File: src/rtl/ldo_regs_pkg.sv
// Constants shared by the regulator control register bank
package ldo_regs_pkg;

    // ****************************************
    // Register map
    // ****************************************
    localparam int              NUM_LDO   = 3;
    localparam int              ADDR_W    = 8;
    localparam int              DATA_W    = 8;
    localparam int              LEVEL_W   = 6;
    localparam int              DELAY_W   = 3;
    // Index 0 = ldo_b, 1 = ldo_c, 2 = ldo_d
    localparam logic [2:0][7:0] VOLT_OFS  = {8'h64, 8'h60, 8'h54};
    localparam logic [2:0][7:0] CTRL_OFS  = {8'h65, 8'h61, 8'h55};

    // ****************************************
    // Control register fields
    // ****************************************
    localparam int              BIT_ON    = 7;
    localparam int              BIT_DIS   = 6;
    localparam int              BIT_LOW_QUIESCENT_MODE = 5;
    localparam int              DELAY_HI  = 4;
    localparam int              DELAY_LO  = 2;
    localparam int              BIT_ALLOW = 1;
    localparam int              BIT_OK    = 0;
    localparam logic [7:0]      CTRL_RST  = 8'h00;
    localparam logic [5:0]      LEVEL_RST = 6'h00;
    localparam logic [7:0]      RD_NONE   = 8'h00;

    // ****************************************
    // Timing
    // ****************************************
    localparam longint          CLK_HZ           = 20_000_000;
    localparam longint          RESET_DELAY_US   = 64_000;
    localparam longint          RESET_MIN_US     = 56_300;
    localparam longint          RESET_MAX_US     = 72_800;
    localparam longint          RESET_DELAY_CYC  = RESET_DELAY_US * CLK_HZ / 1_000_000;
    localparam int              DELAY_STEP_CYC   = 20;

    typedef enum logic [2:0] {
        ST_OFF  = 3'b001,
        ST_WAIT = 3'b010,
        ST_RUN  = 3'b100
    } start_state_t;

endpackage : ldo_regs_pkg

File: src/rtl/ldo_regulator_control_regs.sv
// Control and status register bank for three linear regulators
//
// Function
// - Control bit 7 turns the regulator on when 1, off when 0.
// - Control bit 6 discharges the output while the regulator is shut down.
// - Control bit 5 selects low-power mode when 1, normal mode when 0.
// - Control bits 4..2 pick the turn-on delay used when starting.
// - Control bit 1 allows fault interrupts when 1, suppresses when 0.
// - Control bit 0 reads 1 only while output is above power-good.
// - Voltage bits 5..0 hold the level code; bits 7..6 read-only zero.
// - Reset output held low for nominal 64 ms, within 56.3 to 72.8 ms.
// - Button, interrupt and reset outputs are open-drain, only pulled low.
`timescale 1ns/10ps
module ldo_regulator_control_regs
    import ldo_regs_pkg::*;
#(
    parameter longint RESET_CYC = RESET_DELAY_CYC,
    parameter int     STEP_CYC  = DELAY_STEP_CYC
) (
    input  wire logic                       clk_sys_i,
    input  wire logic                       rst_b_i,
    input  wire logic                       ce_i,
    input  wire logic [ADDR_W-1:0]          reg_addr_i,
    input  wire logic [DATA_W-1:0]          reg_wdata_i,
    input  wire logic                       reg_wr_i,
    input  wire logic                       reg_rd_i,
    output logic      [DATA_W-1:0]          reg_rdata_o,
    output logic                            reg_ack_o,
    input  wire logic [NUM_LDO-1:0]         pgood_i,
    input  wire logic                       button_pressed_i,
    output logic      [NUM_LDO-1:0]         ldo_enable_o,
    output logic      [NUM_LDO-1:0]         shutdown_discharge_o,
    output logic      [NUM_LDO-1:0]         low_quiescent_mode_o,
    output logic      [NUM_LDO*LEVEL_W-1:0] output_level_code_o,
    output logic                            irq_out_n_o,
    output logic                            irq_out_n_oe_o,
    output logic                            reset_out_n_o,
    output logic                            reset_out_n_oe_o,
    output logic                            button_state_n_o,
    output logic                            button_state_n_oe_o
);
    localparam int RST_W = $clog2(RESET_CYC + 1);

    initial begin
        if (RESET_CYC < 1 || STEP_CYC < 1) begin
            $error("Delay counts must be at least one cycle");
        end
    end

    logic [NUM_LDO-1:0][BIT_ON:BIT_ALLOW] ctrl_r;
    logic [NUM_LDO-1:0][LEVEL_W-1:0] level_r;
    logic [NUM_LDO-1:0]              pgood_prev_r;
    logic [NUM_LDO-1:0]              fault_r;
    logic [NUM_LDO-1:0]              run_w;
    logic [NUM_LDO:0][DATA_W-1:0]    rd_acc_w;
    logic [NUM_LDO-1:0]              irq_req_w;
    logic [RST_W-1:0]                rst_cnt_r;

    // ****************************************
    // Per-regulator registers
    // ****************************************
    assign rd_acc_w[0] = RD_NONE;

    generate
        for (genvar i = 0; i < NUM_LDO; i++) begin : g_ldo
            wire ctrl_hit = (reg_addr_i == CTRL_OFS[i]);
            wire volt_hit = (reg_addr_i == VOLT_OFS[i]);
            wire ctrl_wr  = reg_wr_i && ctrl_hit;
            wire volt_wr  = reg_wr_i && volt_hit;
            wire ctrl_rd  = reg_rd_i && ctrl_hit;
            // Lost power-good while running counts as a fault
            wire fall     = pgood_prev_r[i] && !pgood_i[i] && run_w[i];
            wire [DATA_W-1:0] ctrl_view = {ctrl_r[i], pgood_i[i]};
            // Upper two bits read as zero
            wire [DATA_W-1:0] volt_view = {{(DATA_W-LEVEL_W){1'b0}}, level_r[i]};

            assign rd_acc_w[i+1] = rd_acc_w[i]
                                 | (ctrl_hit ? ctrl_view : RD_NONE)
                                 | (volt_hit ? volt_view : RD_NONE);
            assign irq_req_w[i] = fault_r[i] && ctrl_r[i][BIT_ALLOW];

            // ****************************************
            // Register storage
            // ****************************************
            always_ff @(posedge clk_sys_i) begin
                if (!rst_b_i) begin
                    ctrl_r[i] <= CTRL_RST[BIT_ON:BIT_ALLOW];
                end else if (ce_i && ctrl_wr) begin
                    // Bits 7..1 writable, bit 0 write ignored
                    ctrl_r[i] <= reg_wdata_i[BIT_ON:BIT_ALLOW];
                end
            end

            always_ff @(posedge clk_sys_i) begin
                if (!rst_b_i) begin
                    level_r[i] <= LEVEL_RST;
                end else if (ce_i && volt_wr) begin
                    // Only the level code is stored
                    level_r[i] <= reg_wdata_i[LEVEL_W-1:0];
                end
            end

            // ****************************************
            // Fault capture
            // ****************************************
            always_ff @(posedge clk_sys_i) begin
                if (!rst_b_i) begin
                    pgood_prev_r[i] <= 1'b0;
                    fault_r[i]      <= 1'b0;
                end else if (ce_i) begin
                    pgood_prev_r[i] <= pgood_i[i];
                    fault_r[i]      <= fall || (fault_r[i] && !ctrl_rd);
                end
            end

            ldo_start_delay #(
                .STEP_CYC    (STEP_CYC)
            ) u_start (
                .clk_sys_i   (clk_sys_i),
                .rst_b_i     (rst_b_i),
                .ce_i        (ce_i),
                .on_i        (ctrl_r[i][BIT_ON]),
                .delay_sel_i (ctrl_r[i][DELAY_HI:DELAY_LO]),
                .run_o       (run_w[i])
            );

            assign ldo_enable_o[i] = run_w[i];
            assign output_level_code_o[i*LEVEL_W +: LEVEL_W] = level_r[i];
            assign low_quiescent_mode_o[i] = ctrl_r[i][BIT_LOW_QUIESCENT_MODE];

            always_ff @(posedge clk_sys_i) begin
                if (!rst_b_i) begin
                    shutdown_discharge_o[i] <= 1'b0;
                end else if (ce_i) begin
                    shutdown_discharge_o[i] <= ctrl_r[i][BIT_DIS] && !run_w[i];
                end
            end
        end
    endgenerate

    // ****************************************
    // Register port answer
    // ****************************************
    always_ff @(posedge clk_sys_i) begin
        if (!rst_b_i) begin
            reg_rdata_o <= RD_NONE;
            reg_ack_o   <= 1'b0;
        end else if (ce_i) begin
            reg_rdata_o <= reg_rd_i ? rd_acc_w[NUM_LDO] : reg_rdata_o;
            reg_ack_o   <= reg_rd_i || reg_wr_i;
        end
    end

    // ****************************************
    // Reset output timer
    // ****************************************
    // Counts from reset release; wide counter is the price of one clock
    wire rst_done = (rst_cnt_r >= RST_W'(RESET_CYC));

    always_ff @(posedge clk_sys_i) begin
        if (!rst_b_i) begin
            rst_cnt_r <= '0;
        end else if (ce_i && !rst_done) begin
            // Hold reset low for the full delay
            rst_cnt_r <= rst_cnt_r + RST_W'(1);
        end
    end

    // ****************************************
    // Open-drain status pins
    // ****************************************
    // Reset pin pulled until the timer ends
    always_ff @(posedge clk_sys_i) begin
        if (!rst_b_i) begin
            reset_out_n_oe_o <= 1'b1;
        end else if (ce_i) begin
            reset_out_n_oe_o <= !rst_done;
        end
    end

    // Any allowed fault pulls the line
    always_ff @(posedge clk_sys_i) begin
        if (!rst_b_i) begin
            irq_out_n_oe_o <= 1'b0;
        end else if (ce_i) begin
            irq_out_n_oe_o <= |irq_req_w;
        end
    end

    // Button level passed on one cycle late
    always_ff @(posedge clk_sys_i) begin
        if (!rst_b_i) begin
            button_state_n_oe_o <= 1'b0;
        end else if (ce_i) begin
            button_state_n_oe_o <= button_pressed_i;
        end
    end

    // Pin levels stay low, enables do the work
    always_ff @(posedge clk_sys_i) begin
        if (!rst_b_i) begin
            irq_out_n_o      <= 1'b0;
            reset_out_n_o    <= 1'b0;
            button_state_n_o <= 1'b0;
        end else if (ce_i) begin
            irq_out_n_o      <= 1'b0;
            reset_out_n_o    <= 1'b0;
            button_state_n_o <= 1'b0;
        end
    end

endmodule : ldo_regulator_control_regs

File: src/rtl/ldo_start_delay.sv
// Turn-on delay sequencer for one regulator
`timescale 1ns/10ps
module ldo_start_delay
    import ldo_regs_pkg::*;
#(
    parameter int STEP_CYC = DELAY_STEP_CYC
) (
    input  wire logic               clk_sys_i,
    input  wire logic               rst_b_i,
    input  wire logic               ce_i,
    input  wire logic               on_i,
    input  wire logic [DELAY_W-1:0] delay_sel_i,
    output logic                    run_o
);
    localparam int CNT_W = $clog2(7 * STEP_CYC + 2);

    initial begin
        if (STEP_CYC < 1) begin
            $error("STEP_CYC must be at least one");
        end
    end

    start_state_t     state_r;
    start_state_t     state_nxt;
    logic [CNT_W-1:0] cnt_r;
    logic [CNT_W-1:0] cnt_nxt;
    wire  [CNT_W-1:0] load_val = CNT_W'(delay_sel_i * STEP_CYC);

    // ****************************************
    // Sequencer
    // ****************************************
    always_comb begin
        state_nxt = state_r;
        cnt_nxt   = cnt_r;
        case (state_r)
            ST_OFF: begin
                if (on_i) begin
                    cnt_nxt   = load_val;
                    state_nxt = (load_val == '0) ? ST_RUN : ST_WAIT;
                end
            end
            ST_WAIT: begin
                if (!on_i) begin
                    state_nxt = ST_OFF;
                end else if (cnt_r <= CNT_W'(1)) begin
                    state_nxt = ST_RUN;
                end else begin
                    cnt_nxt = cnt_r - CNT_W'(1);
                end
            end
            ST_RUN: begin
                if (!on_i) begin
                    state_nxt = ST_OFF;
                end
            end
            default: begin
                state_nxt = ST_OFF;
            end
        endcase
    end

    always_ff @(posedge clk_sys_i) begin
        if (!rst_b_i) begin
            state_r <= ST_OFF;
            cnt_r   <= '0;
            run_o   <= 1'b0;
        end else if (ce_i) begin
            state_r <= state_nxt;
            cnt_r   <= cnt_nxt;
            run_o   <= (state_nxt == ST_RUN);
        end
    end

endmodule : ldo_start_delay

File: config.mk
export PLATFORM = sky130hd
export DESIGN_NAME = ldo_regulator_control_regs
export DESIGN_NICKNAME = d
export VERILOG_FILES = /design/src/rtl/ldo_regs_pkg.sv /design/src/rtl/ldo_regulator_control_regs.sv /design/src/rtl/ldo_start_delay.sv
export SDC_FILE = /design/constraint.sdc
export NUM_CORES = 1
export LEC_CHECK = 0
export BUFFER_PORTS_ARGS = -buffer_cell sky130_fd_sc_hd__buf_2
export CAP_MARGIN = 10
export CORE_AREA = 2 2 123 95
export DETAILED_ROUTE_END_ITERATION = 16
export DIE_AREA = 0 0 125 97
export GPL_TIMING_DRIVEN = 0
export MAX_ROUTING_LAYER = met4
export PLACE_DENSITY_LB_ADDON = 0.3
export SYNTH_ARGS = -nofsm -noshare
export SYNTH_HDL_FRONTEND = slang
export SYNTH_HIERARCHICAL = 1
export SYNTH_SLANG_ARGS = --single-unit
File: constraint.sdc
create_clock -name clk_sys_i -period 3.67 [get_ports clk_sys_i]
set_clock_uncertainty 0.15 [all_clocks]
set_input_delay 0.367 -clock clk_sys_i [delete_from_list [all_inputs] [get_ports clk_sys_i]]
set_output_delay 0.367 -clock clk_sys_i [all_outputs]
set_load 0.005 [all_outputs]
* After elaboration in Yosys (flattened, before gate mapping)
Cells that the tools add are included.
** Word-level totals
- Register bits :: 117
- Latch bits :: 0
- RAM bits :: 0
- Bits in read-only memories :: 0
- Bits of input ports :: 25
- Output and inout bits :: 42
- Word-level logic and storage cells :: 165
- Memories :: 0
** Cells by class
- Add/sub/neg operators :: 4
- $mul :: 3
- Divide/modulo/power cells :: 0
- Order comparisons :: 4
- Equality and inequality tests :: 27
- Shifts and indexed selects :: 0
- Multiplexer cells :: 36
- Bitwise operators :: 5
- Reductions and logical operators :: 56
** Operators with widths (number)
- 2-to-1 mux 8 bit :: 12
- equality test 8 x 7 -> 1 bit (second input constant) :: 6
- case mux 8 bit (2 select lines) :: 3
- 2-to-1 mux 3 bit :: 15
- logical AND 1 bit :: 31
- case mux 3 bit (3 select lines) :: 3
- less-or-equal comparator 8 x 1 -> 1 bit (second input constant) :: 3
- logical NOT 8 bit :: 3
- OR 8 x 6 -> 8 bit :: 3
- subtractor 8 x 1 -> 8 bit (second input constant) :: 3
- adder 21 x 1 -> 21 bit (second input constant) :: 1
- >= comparator 21 bit (second input constant) :: 1
- equality test 3 bit (second input constant) :: 6
- multiplier 3 x 3 -> 6 bit (second input constant) :: 3
- 2-to-1 mux 6 bit :: 3
- != test 2 bit (second input constant) :: 9
- OR 8 bit :: 2
- AND reduction 5 bit :: 3
- logical NOT 1 bit :: 10
- equality test 3 x 1 -> 1 bit (second input constant) :: 3
- equality test 3 x 2 -> 1 bit (second input constant) :: 3
- nonzero test 2 bit :: 3
- logical OR 1 bit :: 4
- OR reduction 3 bit :: 1
- AND reduction 2 bit :: 1

* Depth between registers and ports, before layout
Gate-level depths: netlist of run 1.
- Depth in word-level cells :: 7
- Depth in mapped cells :: 8

* Cells and area by module
Netlist of run 1, hierarchy kept.
** Modules (own cells, without submodules)
- ldo_regulator_control_regs :: times used 1, cells an instance 406, area each 3767.4 um2
- ldo_start_delay (g_ldo[0].u_start ...) :: times used 2, cells an instance 107, area each 899.6 um2
- ldo_start_delay (g_ldo[2].u_start) :: times used 1, cells an instance 106, area each 865.8 um2

* Least setup slack after synthesis of run 1
OpenSTA, ideal clock, no wires.
- Kind :: register to register
- Start :: register ctrl_r[15] (netlist bit)
- End :: register g_ldo[2].u_start.run_o
- Library setup time :: 0.069 ns
- Data arrival time :: 2.024 ns
- Data required time :: 3.451 ns
- Path slack :: 1.427 ns
- Cell stages (with the launch flop) :: 9
- Buffers on the path :: 0
- Period minus slack after synthesis :: 2.243 ns
- Cells stage by stage :: dfxtp_1 > ha_1 > ha_1 > inv_1 > ha_1 > or4b_2 > nor4b_1 > o311ai_2 > a21oi_2
** Between the ends
- Cells in the longest elaborated chain, start to end :: 6
** Ends and longest elaborated chain
- start: declaration :: RTL line ldo_regulator_control_regs.sv:50 : logic [NUM_LDO-1:0][BIT_ON:BIT_ALLOW] ctrl_r;
- start signal: indexed assignment :: RTL line ldo_regulator_control_regs.sv:87 : ctrl_r[i] <= CTRL_RST[BIT_ON:BIT_ALLOW];
- start signal: indexed assignment :: RTL line ldo_regulator_control_regs.sv:90 : ctrl_r[i] <= reg_wdata_i[BIT_ON:BIT_ALLOW];
- multiplier 3 x 3 -> 6 bit :: RTL line ldo_start_delay.sv:27 : wire [CNT_W-1:0] load_val = CNT_W'(delay_sel_i * STEP_CYC);
- logical NOT 8 bit :: RTL line ldo_start_delay.sv:39 : state_nxt = (load_val == '0) ? ST_RUN : ST_WAIT;
- 2-to-1 mux 3 bit :: RTL line ldo_start_delay.sv:39
- 2-to-1 mux 3 bit :: RTL line ldo_start_delay.sv:37 : if (on_i) begin
- case mux 3 bit (3 select lines) :: RTL line ldo_start_delay.sv:35 : case (state_r)
- equality test 3 bit :: RTL line ldo_start_delay.sv:70 : run_o <= (state_nxt == ST_RUN);
- end signal: assignment :: RTL line ldo_start_delay.sv:70
- end: declaration :: RTL line ldo_start_delay.sv:13 : output logic run_o
No other way between the ends.
A chain may end at the register's enable or synchronous reset.

* Worst setup path after layout of run 1
- Start :: register ctrl_r[15] (netlist bit)
- End :: register g_ldo[2].u_start.state_r[2]
** Between the ends
- Cells in the longest elaborated chain, start to end :: 5
** Ends and longest elaborated chain
- multiplier 3 x 3 -> 6 bit :: RTL line ldo_start_delay.sv:27
- logical NOT 8 bit :: RTL line ldo_start_delay.sv:39
- 2-to-1 mux 3 bit :: RTL line ldo_start_delay.sv:39
- 2-to-1 mux 3 bit :: RTL line ldo_start_delay.sv:37
- case mux 3 bit (3 select lines) :: RTL line ldo_start_delay.sv:35
- end signal: assignment :: RTL line ldo_start_delay.sv:68 : state_r <= state_nxt;
- end: declaration :: RTL line ldo_start_delay.sv:23 : start_state_t state_r;
No other way between the ends.

==> key figures, run 1 <==
Synth
  – Asr flop ratio synth: 0%
  – Post-synth EDFFs: 0
  – Cell area after synthesis: roughly 6400 sq um
  – Post-synthesis simple-gate area fraction: about a quarter
  – Cells after synthesis: slightly above 700
  – Ys flop type: dfxtp_1
  – Post-synthesis mux area share: about a tenth
  – Register area share after synthesis: 36.4%
  – #FFs+latches synth: around 120
  – Largest family of logic cells by synthesized area: simple AND/OR/NAND/NOR gates
  – Post-Synth XOR/XNOR Area: 0.272%
  – Count of cell types in the netlist: 70
  – Synth Area in Compound Gates: roughly 18%
  – Number of synthesis warnings: 6
  – Syn avg cell area: a little under 9 sq um
  – Adder-cell area share of the yosys netlist: under 10%

Cells and area
  – Core Util, Final: between 60% and 70%
  – Layout area overhead: 16.9%
  – Fin area: about 7500 sq um
  – Final net count: roughly 860
  – Share of cells above drive strength 1: approximately 18%
  – Ant. Diodes: 0

STA
  – Final setup fails: 0
  – Worst-margin pin slew: ~840 ps
  – WHS: about 46 ps
  – Setup TNS: 0 ps
  – Max Freq: ~0.4 GHz
  – Worst setup margin: 1180 ps
  – RSZ-0062 raised after global routing: no
  – Max-slew violations: 0
  – Final Hold Viols: 0
  – Max transition margin: around 44%
  – Final period util: approximately two thirds
  – Min cycle time layout: roughly 2500 ps

Drt
  – Drt total wl: 18100 microns
  – Routed vias/inst: between 6 and 7
  – Post-route antenna net violation count: 0
  – 1st-pass router iterations: 5
  – DR DRC count: 0
  – Iter 0 DRT Violations: roughly 610
  – Wire length per cell: ~19 microns
  – Via Count: 6167

Clock network
  – Clock Latency Late Sink: between 400 and 500 ps
  – Clock sink count: approximately 120
  – Post-CTS Hold Fix Bufs: 0
  – PostCTS Resize Cnt: 0
  – Clk buf depth: 2
  – H-tree depth: 4
  – Worst-path clk slew: ~50 ps
  – CTS tree: built
  – # Post-CTS Setup Buffers: 0
  – Root Buffer Master: clkbuf_16
  – Cts bufs inserted: 17

Die
  – Core Area: roughly 11000 sq um
  – Die Area: 12100 sq um
  – Starting density of the core: 59.5%
  – # IOs: 67
  – Standard-cell rows: 33
  – Die height: around 97 microns
  – Die Wd: between 100 and 150 microns

Critical path
  – Reg2reg setup slack: between 1000 and 1500 ps
  – Critical path buffers and inverters: 1
  – Slowest cell on crit path: or4b_2
  – Most common cell on crit path: ha_1
  – Critical path capture point type: register
  – Stages on worst setup path: 8
  – Critical Path, Cell by Cell: ha_1 -> ha_1 -> inv_1 -> ha_1 -> or4b_2 -> nor4b_1 -> o311ai_2 -> a21oi_1
  – Worst Setup SP: ctrl_r[15]$_SDFFE_PN0P_
  – Reg-to-Reg End: g_ldo[2].u_start/state_r[2]$_SDFFE_PN0P_
  – Cells on worst reg2reg path: 8
  – CP Data Arrival Time: between 2000 and 3000 ps
  – Crit Path Category: register to register
  – CP peak stage delay: about 600 ps
  – FF-to-FF Start: ctrl_r[15]$_SDFFE_PN0P_
  – Worst Setup EP: g_ldo[2].u_start/state_r[2]$_SDFFE_PN0P_
  – Startpoint Class: register
  – Data required time of the worst path: a little under 4000 ps
  – CP max FO: 5
  – CP top delay family: simple AND/OR/NAND/NOR gates

GRT
  – Total track usage: around 31%
  – First-pass GRT wire length: slightly below 30000 microns
  – Grt ovf: 0
  – M1 GR Usage: between 40% and 50%
  – Met2 global-route usage: between 40% and 50%
  – Initial antenna violation count: 0
  – GR Util met3: around 6.6%
  – Largest net degree at the start of global routing: 27
  – Gr busiest metal: met2
  – Vias in the first global route: about 5700

Placement
  – I/O Buffers: 63
  – Detailed-placement wirelength estimate: ~13000 microns
  – Placed standard-cell area: 6930 sq um
  – GPL Wtd Cong: approximately 0.97
  – Dpl ws: 1110 ps

Pwr
  – IR drop worst, VDD: around 0.33 mV
  – P_leak: between 2 and 3 nW
  – Cell Pwr Density: 411 nW/um^2

Hold path
  – Hold Crit Class: input pin to register
  – Hold depth: 3

Flow run
  – # Max-Cap Violations: 0

Outcome
  – Status: completed
## synthesized netlist by cell type (all sizes together) (5+ instances only)
master | count | share of area (%)
nor3b | 13 | 1.7
o21ai | 35 | 2.7
dfxtp | 117 | 36
nor2 | 77 | 4.6
nor3 | 12 | 1.3
nand2b | 18 | 1.8
and2 | 6 | 0.58
a21oi | 46 | 3.6
a211o | 5 | 0.68
nand2 | 37 | 2.2
or2 | 10 | 0.97
or3b | 5 | 0.76
or3 | 8 | 0.78
inv | 29 | 1.7
o41ai | 6 | 0.82
o31ai | 16 | 1.9
o22ai | 8 | 0.78
nor4 | 17 | 2.8
buf | 24 | 2.6
or4 | 17 | 2.2
mux2i | 61 | 9.5
ha | 20 | 3.9
nand3 | 13 | 1.0
nand3b | 9 | 1.1
o2bb2ai | 7 | 0.95
clkbuf | 23 | 1.4
a21o | 6 | 0.70
nand4 | 9 | 0.88
and3 | 8 | 0.78
a221oi | 6 | 0.82
o311ai | 9 | 1.3
## cells in the final DEF (no fill, tap or decap), types with 16 or more instances in the layout
master,instances
a21oi_1,45
buf_2,70
clkbuf_1,23
clkbuf_16,17
dfxtp_1,117
ha_1,20
inv_1,29
mux2i_1,61
nand2_1,37
nand2b_1,18
nor2_1,75
o21ai_0,29
o31ai_1,16
## logic make-up after synthesis
logic type               after synthesis
AND/OR/NAND/NOR                      278
AO/OA/AOI/OAI                        170
flip-flops                           117
buffers and inverters                 77
multiplexers                          61
adder cells (fa/ha/maj)               20
XOR/XNOR                               2
other                                  1
## layer usage
metal | up-vias | share of wire, %
met5 | - | 0
met1 | 2923 | 43
met4 | 0 | 2.2
met2 | 328 | 44
li1 | 2870 | -
met3 | 46 | 11
## tightest hold or removal path, cell delays in order
cell	delay, ps
buf_2	80
mux2i_1	60
nor2_1	70
## area by class of cell
type | count | area [sq um]
clock buffer | 23 | 488
inverter | 30 | 113
timing repair buffer | 63 | 315
buffer | 47 | 259
fill | 871 | 3300
tap | 140 | 175
multi-input combinational | 534 | 3730
sequential | 117 | 2340
clock inverter | 9 | 100
## sequential cells by signal, indices dropped and copies added, names as in the netlist, 3 cells and up
signal	count
g_ldo.u_start/cnt_r	24
rst_cnt_r	21
ctrl_r	18
output_level_code_o	18
g_ldo.u_start/state_r	9
reg_rdata_o	8
fault_r	3
g_ldo.u_start/run_o	3
low_quiescent_mode_o	3
pgood_prev_r	3
shutdown_discharge_o	3
## metrics by stage
| step | power [mW] | cells |
|---|---|---|
| finish | 3.09 | 963 |
| global route | 3.17 | 963 |
| CTS | 3.10 | 963 |
| detailed placement | 1.47 | 931 |
| global placement | 1.46 | 931 |
| floorplan | 1.40 | 728 |
## worst min-delay path by stage
stage / start / to
2_1_floorplan: rst_b_i / g_ldo[2].u_start/state_r[0]$_SDFFE_PN1P_
3_3_place_gp: fault_r[1]$_SDFFE_PN0P_ / fault_r[1]$_SDFFE_PN0P_
3_5_place_dp: fault_r[1]$_SDFFE_PN0P_ / fault_r[1]$_SDFFE_PN0P_
4_1_cts: button_pressed_i / button_state_n_oe_o$_SDFFE_PN0P_
5_1_grt: button_pressed_i / button_state_n_oe_o$_SDFFE_PN0P_
6_report: button_pressed_i / button_state_n_oe_o$_SDFFE_PN0P_
## report_power, final
group	total, mW	leakage [nW]	switching [mW]	internal, mW
Combinational	0.154	1.58	0.106	0.0475
Clock	1.64	0.289	0.578	1.06
Sequential	1.29	0.945	0.00805	1.28
Total	3.09	2.81	0.693	2.39
No activity file was read; power rests on OpenSTA's default activity.
==> run 2: changes to the inputs <==
--- a/config.mk
+++ b/config.mk
@@ -5,11 +5,12 @@
 export SDC_FILE = /design/constraint.sdc
 export NUM_CORES = 1
 export LEC_CHECK = 0
+export ABC_AREA = 1
 export BUFFER_PORTS_ARGS = -buffer_cell sky130_fd_sc_hd__buf_2
 export CAP_MARGIN = 10
-export CORE_AREA = 2 2 123 95
+export CORE_AREA = 2 2 125 96
 export DETAILED_ROUTE_END_ITERATION = 16
-export DIE_AREA = 0 0 125 97
+export DIE_AREA = 0 0 127 98
 export GPL_TIMING_DRIVEN = 0
 export MAX_ROUTING_LAYER = met4
 export PLACE_DENSITY_LB_ADDON = 0.3
==> constraint.sdc (replaced) <==
create_clock -name clk_sys_i -period 2.5 [get_ports clk_sys_i]
set_clock_uncertainty 0.15 [all_clocks]
set_input_delay 0.25 -clock clk_sys_i [delete_from_list [all_inputs] [get_ports clk_sys_i]]
set_output_delay 0.25 -clock clk_sys_i [all_outputs]
set_load 0.005 [all_outputs]
==> run 2 against run 1 <==
Compared with the run above:
- register-to-register slack got worse by 610 ps
- combinational power rose by 47%
- global-route usage fell by 1.4 points
- sequential share of layout area fell by 0.41 points
- sequential cell count did not move
- via count rose by 4.5%
- first-iteration DRC count fell by 15%
- sequential power rose by 47%
==> key figures, run 2 <==
STA
  – Final period util: about three quarters
  – WHS: 39.0 ps
  – RSZ-0062 raised after global routing: no
  – Worst-margin pin slew: between 600 and 700 ps
  – Max transition margin: 59.2%
  – Worst setup margin: approximately 580 ps
  – Max Freq: between 0.5 and 0.6 GHz
  – Min cycle time layout: a little under 2000 ps
  – Final Hold Viols: 0
  – Final setup fails: 0
  – Setup TNS: 0 ps
  – Max-slew violations: 0

Critical path
  – Startpoint Class: register
  – CP max FO: 5
  – Crit Path Category: register to register
  – Critical path capture point type: register
  – Data required time of the worst path: ~2600 ps
  – CP Data Arrival Time: about 2100 ps

Pwr
  – Psw: 1.02 mW
  – Internal Pwr Total: around 3.5 mW
  – Flop pwr share: between 40% and 50%
  – P_leak: about 3.5 nW
  – Clock power frac: 52.4%
  – IR drop worst, VDD: roughly 0.57 mV
  – Sw Share: 22.7%
  – Combinational share of power: between 5 and 6%
  – Cell Pwr Density: about 590 nW/um^2
  – Overall power: ~4.5 mW

Placement
  – GPL Wtd Cong: just over 0.9
  – Detailed-placement wirelength estimate: approximately 12000 microns
  – Placed cell count: roughly 1200
  – I/O Buffers: 63
  – Dpl ws: ~390 ps
  – Placed standard-cell area: between 7000 and 8000 sq um

Hold path
  – Hold Crit Class: input pin to register

GRT
  – Grt ovf: 0
  – Initial antenna violation count: 0
  – Total track usage: roughly 29%
  – Vias in the first global route: 5909
  – Largest net degree at the start of global routing: 25
  – First-pass GRT wire length: ~29000 microns

Cells and area
  – Largest Register: g_ldo.u_start/cnt_r
  – Largest regs: g_ldo.u_start/cnt_r: 24 flops, rst_cnt_r: 21 flops
  – Fin area: approximately 7600 sq um
  – Core Util, Final: between 60% and 70%
  – Layout area overhead: 17.2%
  – Final net count: ~1100
  – Ant. Diodes: 0
  – Commonest cells after routing, fill and taps aside: nand2_1 (192), inv_1 (131), nor2_1 (126)
  – Non-Filler Instances: 1217
  – Max reg flops: 24
  – Commonest non-fill, non-tap cell in the layout: nand2_1
  – Share of cells above drive strength 1: between 10% and 20%

Drt
  – Wire length per cell: between 10 and 15 microns
  – Via Count: ~6400
  – Post-route antenna net violation count: 0
  – Routed vias/inst: about 5.3
  – Drt total wl: 17100 microns
  – 1st-pass router iterations: 5
  – DR DRC count: 0
  – Iter 0 DRT Violations: 524

Die
  – Standard-cell rows: 34
  – Die height: between 90 and 100 microns
  – Starting density of the core: 57.4%
  – Die Wd: approximately 130 microns
  – Die Area: between 10000 and 15000 sq um
  – Core Area: ~11000 sq um
  – # IOs: between 60 and 70

Clock network
  – # Post-CTS Setup Buffers: 0
  – Worst-path clk slew: around 50 ps
  – Cts bufs inserted: 17
  – Clock sink count: around 120
  – PostCTS Resize Cnt: 0
  – Post-CTS Hold Fix Bufs: 5
  – CTS tree: built
  – Clk buf depth: 2
  – H-tree depth: 4
  – Root Buffer Master: clkbuf_16
  – Clock Latency Late Sink: just over 400 ps

Synth
  – Count of cell types in the netlist: 39
  – Register area share after synthesis: a little over a third
  – Asr flop ratio synth: 0%
  – Count leader, synth: nand2_1
  – Syn avg cell area: ~6.7 sq um
  – Synth top area share: between 30% and 40%
  – Post-synth top cells: nand2_1 (192), inv_1 (131), nor2_1 (126)
  – Post-synth top area cell: dfxtp_1
  – Cell area after synthesis: around 6500 sq um
  – Cells after synthesis: 972
  – Synth top area cells: dfxtp_1 (36%), nand2_1 (11%), inv_1 (7.6%)
  – Number of synthesis warnings: 6
  – Ys flop type: dfxtp_1
  – #FFs+latches synth: ~120
  – Post-synth EDFFs: 0

Outcome
  – Status: completed

Flow run
  – # Max-Cap Violations: 0
==> run 2: kinds of logic after synthesis <==
| family | after synthesis | share of synthesized area [%] |
|---|---|---|
| AO/OA/AOI/OAI | 195 | 16.4 |
| XOR/XNOR | 4 | 0.539 |
| adder cells (fa/ha/maj) | 20 | 3.85 |
| buffers and inverters | 172 | 11.4 |
| flip-flops | 117 | 36.0 |
| other | 1 | 0.0577 |
| AND/OR/NAND/NOR | 463 | 31.7 |
==> run 2: worst paths after layout <==
kind	startpoint	end	slack, ps	cells after the start
setup / recovery	rst_cnt_r[0]$_SDFFE_PN0P_	rst_cnt_r[18]$_SDFFE_PN0P_	580	8
hold / removal	reg_wdata_i[6]	ctrl_r[19]$_SDFFE_PN0P_	40	3
setup reg to reg	rst_cnt_r[0]$_SDFFE_PN0P_	rst_cnt_r[18]$_SDFFE_PN0P_	580	8
hold reg to reg	output_level_code_o[9]$_SDFFE_PN0P_	output_level_code_o[9]$_SDFFE_PN0P_	320	2
==> run 2: area by class of cell <==
type	instances	area, sq um
clock buffers	21	460
plain buffers	35	223
multi-input cells	685	3420
repair buffers	68	365
flip-flops and latches	117	2340
clock inverters	10	106
well taps	144	180
fillers	991	3700
inverters	137	519
==> run 2: critical path, stage by stage (launching register included) <==
cell	delay [ps]
dfxtp_1	400
ha_1	210
nand3_1	140
nor2_1	270
nand2_1	180
nor2_1	240
nand3_1	100
nand2_1	70
nor2_1	30
==> run 2: power by group through the flow <==
stage | Clock, mW | Combinational (mW) | Sequential [mW]
floorplan | 0 | 0.123 | 1.94
global placement | 0 | 0.212 | 1.94
detailed placement | 0 | 0.215 | 1.94
CTS | 2.36 | 0.223 | 1.90
global route | 2.46 | 0.249 | 1.91
finish | 2.35 | 0.227 | 1.90
==> run 2: layer usage <==
layer	vias up	GRT usage (%)	wire [microns]
li1	3302	-	-
met1	2826	40.4	8050
met2	288	44.0	7360
met3	29	5.70	1450
met4	0	8.11	234
met5	-	-	0
